File: src/clk_ctrl_pkg.sv
package clk_ctrl_pkg;
    localparam logic [7:0] OFS_SRC_SEL  = 8'h00;
    localparam logic [7:0] OFS_PLL_CFG  = 8'h04;
    localparam logic [7:0] OFS_PLL_CTRL = 8'h08;
    localparam logic [7:0] OFS_PLL_STAT = 8'h0C;
    localparam logic [7:0] OFS_CPU_DIV  = 8'h10;
    localparam logic [7:0] OFS_USB_DIV  = 8'h14;
    localparam logic [7:0] OFS_PCLK_SEL = 8'h18;
    localparam logic [7:0] OFS_WDT_SEL  = 8'h1C;

    localparam logic [1:0] SRC_IRC  = 2'h0;
    localparam logic [1:0] SRC_MAIN = 2'h1;
    localparam logic [1:0] SRC_RTC  = 2'h2;

    localparam int NUM_PERIPH = 4;
    localparam int PCLK_SEL_W = 2 * NUM_PERIPH;

    localparam logic [1:0]  SRC_SEL_RST  = 2'h0;
    localparam logic [7:0]  CPU_DIV_RST  = 8'h00;
    localparam logic [3:0]  USB_DIV_RST  = 4'h0;
    localparam logic [7:0]  PCLK_SEL_RST = 8'h00;
    localparam logic [15:0] TRIM_RST     = 16'h8000;
    localparam logic [3:0]  LOCK_MATCHES = 4'h8;

    localparam int CTRL_EN_BIT   = 0;
    localparam int CTRL_CONN_BIT = 1;
    localparam int CFG_N_LSB     = 0;
    localparam int CFG_M_LSB     = 8;

    typedef struct packed {
        logic [14:0] m_minus1;
        logic [7:0]  n_minus1;
    } pll_cfg_t;

    localparam pll_cfg_t PLL_CFG_RST = '{m_minus1: 15'h0000,
                                         n_minus1: 8'h00};

    typedef struct packed {
        logic locked;
        logic active;
        logic connect;
        logic enable;
    } pll_stat_t;

    typedef enum logic {BUS_IDLE, BUS_DATA} bus_state_t;
endpackage

File: src/clk_ctrl.sv
// How it works
// - Reset selects internal RC oscillator as source.
// - Software picks any oscillator as PLL input.
// - Internal RC feeds watchdog and PLL input.
// - Main oscillator feeds CPU and USB PLL.
// - CPU clock is PLL input unless PLL connected.
// - Each peripheral gets its own clock divider.
// - RTC oscillator feeds RTC, PLL input, CPU.
// - Pre-divider N from 1 to 256.
// - Multiplier M from 1 to 32768.
// - Feedback divides by M, detector trims oscillator.
// - Output divider makes CPU and USB clocks.
// - Reset and power-down disable and bypass PLL.
// - Deep-sleep disconnects PLL, zeroes CPU/USB dividers.
// - USB clock from main PLL without USB PLL.
`timescale 1ns/100ps
`default_nettype none
module clk_ctrl (
    input  wire logic                  mclk_i,
    input  wire logic                  nrst_i,
    input  wire logic                  hsel_i,
    input  wire logic [31:0]           haddr_i,
    input  wire logic [1:0]            htrans_i,
    input  wire logic                  hwrite_i,
    input  wire logic [2:0]            hsize_i,
    input  wire logic [31:0]           hwdata_i,
    input  wire logic                  hready_i,
    output logic      [31:0]           hrdata_o,
    output logic                       hreadyout_o,
    output logic                       hresp_o,
    input  wire logic                  irc_tick_i,
    input  wire logic                  main_tick_i,
    input  wire logic                  rtc_tick_i,
    input  wire logic                  cco_tick_i,
    input  wire logic                  usb_pll_tick_i,
    input  wire logic                  usb_pll_en_i,
    input  wire logic                  deep_sleep_i,
    input  wire logic                  power_down_i,
    output logic                       cpu_tick_o,
    output logic                       usb_tick_o,
    output logic [clk_ctrl_pkg::NUM_PERIPH-1:0] pclk_tick_o,
    output logic                       wdt_tick_o,
    output logic                       rtc_block_tick_o,
    output logic                       usb_pll_ref_o,
    output logic [15:0]                cco_trim_o,
    output logic                       pll_locked_o
);
    logic                     rst_meta_reg;
    logic                     rst_n;
    clk_ctrl_pkg::bus_state_t bus_reg;
    logic [7:0]               addr_reg;
    logic                     write_reg;
    logic                     ready_reg;
    logic [31:0]              rdata_reg;
    logic [1:0]               src_sel_reg;
    clk_ctrl_pkg::pll_cfg_t   cfg_reg;
    logic                     en_reg;
    logic                     conn_reg;
    logic [7:0]               cpu_div_reg;
    logic [3:0]               usb_div_reg;
    logic [7:0]               pclk_sel_reg;
    logic                     wdt_sel_reg;
    logic                     pend_ref_reg;
    logic                     pend_fb_reg;
    logic [3:0]               match_reg;
    logic                     locked_reg;
    logic [15:0]              trim_reg;
    logic                     cpu_tick_reg;
    logic                     usb_tick_reg;
    logic                     wdt_tick_reg;
    logic                     rtc_tick_reg;
    logic                     usb_ref_reg;
    logic                     ref_div_tick;
    logic                     fb_div_tick;
    logic                     cpu_div_tick;
    logic                     usb_div_tick;

    // Reset is asserted at once but released through two flops.
    always_ff @(posedge mclk_i or negedge nrst_i) begin
        if (!nrst_i) begin
            rst_meta_reg <= 1'b0;
            rst_n        <= 1'b0;
        end else begin
            rst_meta_reg <= 1'b1;
            rst_n        <= rst_meta_reg;
        end
    end

    // Bus decode. Every transfer takes one wait state so read data
    // can come from a flop.
    wire accept   = hsel_i && htrans_i[1] && hready_i;
    wire wr_cycle = (bus_reg == clk_ctrl_pkg::BUS_DATA) && write_reg;
    wire wr_src   = wr_cycle && addr_reg == clk_ctrl_pkg::OFS_SRC_SEL;
    wire wr_cfg   = wr_cycle && addr_reg == clk_ctrl_pkg::OFS_PLL_CFG;
    wire wr_ctrl  = wr_cycle && addr_reg == clk_ctrl_pkg::OFS_PLL_CTRL;
    wire wr_cdiv  = wr_cycle && addr_reg == clk_ctrl_pkg::OFS_CPU_DIV;
    wire wr_udiv  = wr_cycle && addr_reg == clk_ctrl_pkg::OFS_USB_DIV;
    wire wr_psel  = wr_cycle && addr_reg == clk_ctrl_pkg::OFS_PCLK_SEL;
    wire wr_wsel  = wr_cycle && addr_reg == clk_ctrl_pkg::OFS_WDT_SEL;
    wire pll_kill = power_down_i || deep_sleep_i;
    wire pll_active = en_reg && conn_reg && locked_reg;

    wire w_en   = hwdata_i[clk_ctrl_pkg::CTRL_EN_BIT];
    wire w_conn = hwdata_i[clk_ctrl_pkg::CTRL_CONN_BIT];

    clk_ctrl_pkg::pll_stat_t stat;
    assign stat = '{locked: locked_reg, active: pll_active,
                    connect: conn_reg, enable: en_reg};

    logic [31:0] rd_mux;
    always_comb begin
        rd_mux = 32'h0000_0000;
        case (addr_reg)
            clk_ctrl_pkg::OFS_SRC_SEL:  rd_mux[1:0]  = src_sel_reg;
            clk_ctrl_pkg::OFS_PLL_CFG:  rd_mux[22:0] = cfg_reg;
            clk_ctrl_pkg::OFS_PLL_CTRL: rd_mux[1:0]  = {conn_reg, en_reg};
            clk_ctrl_pkg::OFS_PLL_STAT: rd_mux[3:0]  = stat;
            clk_ctrl_pkg::OFS_CPU_DIV:  rd_mux[7:0]  = cpu_div_reg;
            clk_ctrl_pkg::OFS_USB_DIV:  rd_mux[3:0]  = usb_div_reg;
            clk_ctrl_pkg::OFS_PCLK_SEL: rd_mux[7:0]  = pclk_sel_reg;
            clk_ctrl_pkg::OFS_WDT_SEL:  rd_mux[0]    = wdt_sel_reg;
            default:                    rd_mux       = 32'h0000_0000;
        endcase
    end

    always_ff @(posedge mclk_i or negedge rst_n) begin
        if (!rst_n) begin
            bus_reg   <= clk_ctrl_pkg::BUS_IDLE;
            addr_reg  <= 8'h00;
            write_reg <= 1'b0;
            ready_reg <= 1'b1;
            rdata_reg <= 32'h0000_0000;
        end else begin
            case (bus_reg)
                clk_ctrl_pkg::BUS_IDLE: begin
                    if (accept) begin
                        bus_reg   <= clk_ctrl_pkg::BUS_DATA;
                        addr_reg  <= haddr_i[7:0];
                        write_reg <= hwrite_i;
                        ready_reg <= 1'b0;
                    end
                end
                clk_ctrl_pkg::BUS_DATA: begin
                    bus_reg   <= clk_ctrl_pkg::BUS_IDLE;
                    ready_reg <= 1'b1;
                    rdata_reg <= write_reg ? 32'h0000_0000 : rd_mux;
                end
                default: bus_reg <= clk_ctrl_pkg::BUS_IDLE;
            endcase
        end
    end

    // Clock configuration registers.
    always_ff @(posedge mclk_i or negedge rst_n) begin
        if (!rst_n) begin
            src_sel_reg  <= clk_ctrl_pkg::SRC_SEL_RST;
            cfg_reg      <= clk_ctrl_pkg::PLL_CFG_RST;
            en_reg       <= 1'b0;
            conn_reg     <= 1'b0;
            cpu_div_reg  <= clk_ctrl_pkg::CPU_DIV_RST;
            usb_div_reg  <= clk_ctrl_pkg::USB_DIV_RST;
            pclk_sel_reg <= clk_ctrl_pkg::PCLK_SEL_RST;
            wdt_sel_reg  <= 1'b0;
        end else begin
            if (wr_src) src_sel_reg <= hwdata_i[1:0];
            if (wr_cfg) cfg_reg <= hwdata_i[22:0];
            if (wr_udiv) usb_div_reg <= hwdata_i[3:0];
            if (wr_cdiv) cpu_div_reg <= hwdata_i[7:0];
            if (wr_psel) pclk_sel_reg <= hwdata_i[7:0];
            if (wr_wsel) wdt_sel_reg <= hwdata_i[0];
            if (pll_kill) begin
                en_reg   <= 1'b0;
                conn_reg <= 1'b0;
            end else if (wr_ctrl) begin
                en_reg   <= w_en;
                // Connecting an unlocked loop is ignored.
                conn_reg <= w_conn && w_en && locked_reg;
            end else if (!locked_reg) begin
                conn_reg <= 1'b0;
            end
            if (deep_sleep_i) begin
                cpu_div_reg <= clk_ctrl_pkg::CPU_DIV_RST;
                usb_div_reg <= clk_ctrl_pkg::USB_DIV_RST;
            end
        end
    end

    // Selected oscillator; reserved code 3 falls back to the RC.
    wire sel_tick = (src_sel_reg == clk_ctrl_pkg::SRC_MAIN) ? main_tick_i :
                    (src_sel_reg == clk_ctrl_pkg::SRC_RTC)  ? rtc_tick_i :
                    irc_tick_i;

    freq_div #(.W(8)) u_pre_div (
        .mclk_i       (mclk_i),
        .rst_sync_n_i (rst_n),
        .clr_i        (!en_reg),
        .tick_i       (sel_tick),
        .div_i        (cfg_reg.n_minus1),
        .tick_o       (ref_div_tick)
    );

    freq_div #(.W(15)) u_fb_div (
        .mclk_i       (mclk_i),
        .rst_sync_n_i (rst_n),
        .clr_i        (!en_reg),
        .tick_i       (cco_tick_i),
        .div_i        (cfg_reg.m_minus1),
        .tick_o       (fb_div_tick)
    );

    freq_div #(.W(8)) u_cpu_div (
        .mclk_i       (mclk_i),
        .rst_sync_n_i (rst_n),
        .clr_i        (!en_reg),
        .tick_i       (cco_tick_i),
        .div_i        (cpu_div_reg),
        .tick_o       (cpu_div_tick)
    );

    freq_div #(.W(4)) u_usb_div (
        .mclk_i       (mclk_i),
        .rst_sync_n_i (rst_n),
        .clr_i        (!en_reg),
        .tick_i       (cco_tick_i),
        .div_i        (usb_div_reg),
        .tick_o       (usb_div_tick)
    );

    // Phase-frequency detector. A feedback tick ahead of the reference
    // means the oscillator runs fast, so the trim goes down.
    wire both    = ref_div_tick && fb_div_tick;
    // Two lone ticks of one side on consecutive cycles also break lock, so a stalled
    // oscillator leaves a stale lock flag behind unless reference ticks come every cycle.
    wire fb_late = ref_div_tick && !fb_div_tick &&
                   (pend_fb_reg || pend_ref_reg);
    wire fb_lead = fb_div_tick && !ref_div_tick &&
                   (pend_ref_reg || pend_fb_reg);
    wire late    = fb_div_tick && !ref_div_tick && pend_ref_reg;
    wire early   = ref_div_tick && !fb_div_tick && pend_fb_reg;
    wire trim_up = late && trim_reg != 16'hFFFF;
    wire trim_dn = early && trim_reg != 16'h0000;

    always_ff @(posedge mclk_i or negedge rst_n) begin
        if (!rst_n) begin
            pend_ref_reg <= 1'b0;
            pend_fb_reg  <= 1'b0;
            match_reg    <= 4'h0;
            locked_reg   <= 1'b0;
            trim_reg     <= clk_ctrl_pkg::TRIM_RST;
        end else if (!en_reg) begin
            pend_ref_reg <= 1'b0;
            pend_fb_reg  <= 1'b0;
            match_reg    <= 4'h0;
            locked_reg   <= 1'b0;
        end else begin
            pend_ref_reg <= ref_div_tick && !fb_div_tick && !pend_fb_reg;
            pend_fb_reg  <= fb_div_tick && !ref_div_tick && !pend_ref_reg;
            if (trim_up) trim_reg <= trim_reg + 16'h0001;
            if (trim_dn) trim_reg <= trim_reg - 16'h0001;
            if (both) begin
                if (match_reg != clk_ctrl_pkg::LOCK_MATCHES)
                    match_reg <= match_reg + 4'h1;
                else
                    locked_reg <= 1'b1;
            end else if (fb_late || fb_lead) begin
                match_reg  <= 4'h0;
                locked_reg <= 1'b0;
            end
        end
    end

    // Clock routing; every routed clock leaves through a flop.
    always_ff @(posedge mclk_i or negedge rst_n) begin
        if (!rst_n) begin
            cpu_tick_reg <= 1'b0;
            usb_tick_reg <= 1'b0;
            wdt_tick_reg <= 1'b0;
            rtc_tick_reg <= 1'b0;
            usb_ref_reg  <= 1'b0;
        end else begin
            cpu_tick_reg <= pll_active ? cpu_div_tick : sel_tick;
            usb_tick_reg <= usb_pll_en_i ? usb_pll_tick_i :
                            (pll_active && usb_div_tick);
            wdt_tick_reg <= wdt_sel_reg ? rtc_tick_i : irc_tick_i;
            rtc_tick_reg <= rtc_tick_i;
            usb_ref_reg  <= main_tick_i;
        end
    end

    // Each peripheral divides the CPU clock by 1, 2, 4 or 8.
    for (genvar p = 0; p < clk_ctrl_pkg::NUM_PERIPH; p++) begin : g_pclk
        wire [1:0] psel = pclk_sel_reg[2*p +: 2];
        wire [2:0] pdiv = 3'((4'h1 << psel) - 4'h1);
        freq_div #(.W(3)) u_pclk_div (
            .mclk_i       (mclk_i),
            .rst_sync_n_i (rst_n),
            .clr_i        (1'b0),
            .tick_i       (cpu_tick_reg),
            .div_i        (pdiv),
            .tick_o       (pclk_tick_o[p])
        );
    end

    assign hrdata_o         = rdata_reg;
    assign hreadyout_o      = ready_reg;
    assign hresp_o          = 1'b0;
    assign cpu_tick_o       = cpu_tick_reg;
    assign usb_tick_o       = usb_tick_reg;
    assign wdt_tick_o       = wdt_tick_reg;
    assign rtc_block_tick_o = rtc_tick_reg;
    assign usb_pll_ref_o    = usb_ref_reg;
    assign cco_trim_o       = trim_reg;
    assign pll_locked_o     = locked_reg;
endmodule
`default_nettype wire

File: src/freq_div.sv
`timescale 1ns/100ps
`default_nettype none
// Divides a stream of one-cycle ticks by div_i + 1.
module freq_div #(
    parameter int W = 8
) (
    input  wire logic         mclk_i,
    input  wire logic         rst_sync_n_i,
    input  wire logic         clr_i,
    input  wire logic         tick_i,
    input  wire logic [W-1:0] div_i,
    output logic              tick_o
);
    logic [W-1:0] cnt_reg;
    logic         tick_reg;
    wire          wrap = tick_i && (cnt_reg == div_i);

    always_ff @(posedge mclk_i or negedge rst_sync_n_i) begin
        if (!rst_sync_n_i) begin
            cnt_reg  <= '0;
            tick_reg <= 1'b0;
        end else if (clr_i) begin
            cnt_reg  <= '0;
            tick_reg <= 1'b0;
        end else begin
            tick_reg <= wrap;
            if (tick_i) begin
                cnt_reg <= wrap ? '0 : cnt_reg + 1'b1;
            end
        end
    end

    assign tick_o = tick_reg;
endmodule
`default_nettype wire

File: config.mk
export PLATFORM = sky130hd
export DESIGN_NAME = clk_ctrl
export DESIGN_NICKNAME = d
export VERILOG_FILES = /design/src/clk_ctrl_pkg.sv /design/src/clk_ctrl.sv /design/src/freq_div.sv
export SDC_FILE = /design/constraint.sdc
export NUM_CORES = 1
export LEC_CHECK = 0
export BUFFER_PORTS_ARGS = -buffer_cell sky130_fd_sc_hd__buf_2
export CORE_MARGIN = 2
export CORE_UTILIZATION = 35
export DETAILED_ROUTE_END_ITERATION = 10
export GPL_TIMING_DRIVEN = 0
export SLEW_MARGIN = 15
export SYNTH_ARGS = -nofsm -noshare
export SYNTH_HDL_FRONTEND = slang
export SYNTH_SLANG_ARGS = --single-unit
File: constraint.sdc
create_clock -name mclk_i -period 5.65 [get_ports mclk_i]
set_input_delay 1.13 -clock mclk_i [delete_from_list [all_inputs] [get_ports mclk_i]]
set_output_delay 1.13 -clock mclk_i [all_outputs]
set_load 0.005 [all_outputs]
==> metrics.cfg <==
[drt]
drc = 0
top_layer = met4
ant_nets = 0
viasPerCell = 4.98
vias = 6544
drtIter0Drc = 462
avgRoutedWirePerCell_um = 15.2
routed-wl-met3_um = 903
wl_met1_mm = 9.91
dr_wl_met2_mm = 9.06
dr.pass1.iters = 5
wirelength_mm = 20.0

[synth]
syn_inst = 851
yosysMostFrequentCell = dfrtp_1
yosys-top-cells-count = 165 x dfrtp_1, 88 x nand2_1, 83 x nor2_1
synthArstFlopShare_pct = 100
synth_top_area_share_pct = 47.8
yosysUniqueCellTypes = 72
synth_edf_count = 0
yosysTopAreaCell = dfrtp_1
yosysSeqAreaShare_pct = 48.5
synthFlopType = dfrtp_1
ys_seq_elements = 167
synth_area_mm2 = 0.00863
avgSynthCellArea_um2 = 10.1
synth.top_cells.by_area = dfrtp_1 48%, mux2_2 5.5%, xor2_1 4.3%
ys_warn_count = 0

[min_path]
hold_path.class = reg -> async

[global_routing]
overflow = 0
grt_pass1_wl_mm = 33.7
first_global_vias = 6447
antenna_found_initial = 0
track_usage_pct = 16.1
grt_max_degree = 56

[layout]
final_area_mm2 = 0.0102
final_cells = 1313
antenna_cells = 0
finalNetCount = 1083
drive_above_1_share_pct = 21.9
syn_to_final_growth_pct = 18.3

[clock_tree]
cts_tree = built
htree_num_levels = 4
clock-sinks = 167
clk_pin_slew_ps = 80
cts-root-buf = clkbuf_16
clk_latency_ps = 440
cts_hold_buf = 0
post_cts_buffers = 0
cts_buffers = 17
clockBufferDepth = 2
cts_resized = 0

[placement]
post_dp_cell_area_mm2 = 0.00962
io_buffers = 94
place_inst = 1281
routabilityCongestion = 0.838
dp_slack_ps = 2280
dp_hpwl_mm = 14.8

[setup_path]
cp_cell_sequence = nor4_1 > nand4_1 > and3_1 > fa_1 > a21o_2 > a311oi_2 > o31ai_2 > a21oi_2 > xnor2_1 > mux2_4
path_class = reg -> reg
end_kind = flop
crit_fanout = 15
critPathRequiredTime_ps = 5980
start_kind = flop
crit_path_top_delay_cell = fa_1
cpPeakStageDelay_ps = 510
worstPathArrival_ps = 3720

[die]
row_count = 57
fp.dieArea_mm2 = 0.0259
ioPinCount = 142
initial_core_util_pct = 35.6
die_y_um = 161
dieWidth_um = 161
core_area_mm2 = 0.0242

[timing]
fmax_mhz = 295
whs_ps = 261
setup_viol = 0
hold_violations = 0
fin_crit_ps = 3390
maxSlewHeadroom_pct = 37.9
rsz0062_at_grt = no
timing.final.crit_share_pct = 60.0
setup_slack_ps = 2260
worst_slew_pin_slew_ps = 924
drv_slew = 0
skew_ps = 16.6

[run_status]
status = finished clean

[power_and_ir_drop]
total_leakage_power_uw = 0.00491
max-vdd-ir-drop_v = 0.000162
p_per_area_mw_per_mm2 = 279

[run]
cap_viol_max_count = 0

## cells in the final DEF, fill, tap and decap left out, types with 4 or more instances in the layout
master	n
dfrtp_1	164
a21oi_1	32
xnor2_1	36
and2_1	5
nor3_1	11
conb_1	11
nand4_1	26
ha_1	24
a22oi_1	6
nor2b_1	9
clkbuf_1	13
o22ai_1	16
nand3_1	18
o21ai_0	38
mux2i_1	21
clkbuf_16	17
a21o_1	7
nand2b_1	9
a22o_1	6
nor2_1	83
and3_1	13
buf_4	17
a211oi_1	4
mux2_2	42
clkinv_8	4
inv_1	39
nand2_1	88
buf_2	102
nor4_1	8
xor2_1	42
## path summary, 6_finish.rpt
| kind | from | endpoint | slack (ps) | cells after the start |
|---|---|---|---|---|
| setup / recovery | cco_trim_o[13] | cco_trim_o[12] | 2260 | 10 |
| hold / removal | rst_n | cfg_reg[6] | 260 | 0 |
| setup reg to reg | cco_trim_o[13] | cco_trim_o[12] | 2260 | 10 |
| hold reg to reg | rst_n | cfg_reg[6] | 260 | 0 |
| max in group asynchronous | rst_n | cco_trim_o[15] | 4770 | 1 |
| min in group mclk_i | rst_meta_reg | rst_n | 360 | 0 |
## power by group
part / total (uW) / internal, uW / switching, uW / leakage [uW]
clock network: 1150 / 590 / 564 / 0.000281
logic: 333 / 147 / 186 / 0.00238
registers: 1360 / 1270 / 83.5 / 0.00225
total: 2850 / 2010 / 834 / 0.00491
## cells by family (layout without fill, tap and decap cells)
logic type | count (synthesis) | after routing | synth area share (%)
multiplexers | 64 | 64 | 8.09
adder cells (fa/ha/maj) | 25 | 25 | 3.71
buffers and inverters | 81 | 210 | 4.49
XOR/XNOR | 78 | 78 | 7.92
AND/OR/NAND/NOR | 300 | 300 | 17.4
other | 2 | 11 | 0.0870
flip-flops | 167 | 167 | 48.5
AO/OA/AOI/OAI | 134 | 134 | 9.89
## worst max-delay path, delay by kind of cell (launching register included)
kind | cells | cell delay [ps]
AOI/OAI and AO/OA | 4 | 930
xor gates and xnor gates | 1 | 70
adders and majority gates | 1 | 510
DFF | 1 | 440
muxes | 1 | 250
and+or+nand+nor | 3 | 1070
## through the flow
stage          utilization, %  TNS, ps  power (uW)
2_1_floorplan               -        0        1600
3_3_place_gp             39.3  -245990        1700
3_5_place_dp             39.7        0        1710
4_1_cts                  42.1        0        2870
5_1_grt                  42.1        0        2980
6_report                 42.1        0        2850
## routing by layer
metal  up-vias  GRT usage, %
li1       3209             -
met1      3176          23.3
met2       148          25.2
met3        11          3.18
met4         0          3.08
met5         -             0
## final cells by class
type	count	area [um2]
sequential	167	4190
buffer	41	238
tap	324	405
timing repair buffer	97	546
inverter	40	150
clock inverter	15	163
fill	2407	14000
multi-input combinational	612	4090
clock buffer	17	425
Power figures use the tool's default switching activity.
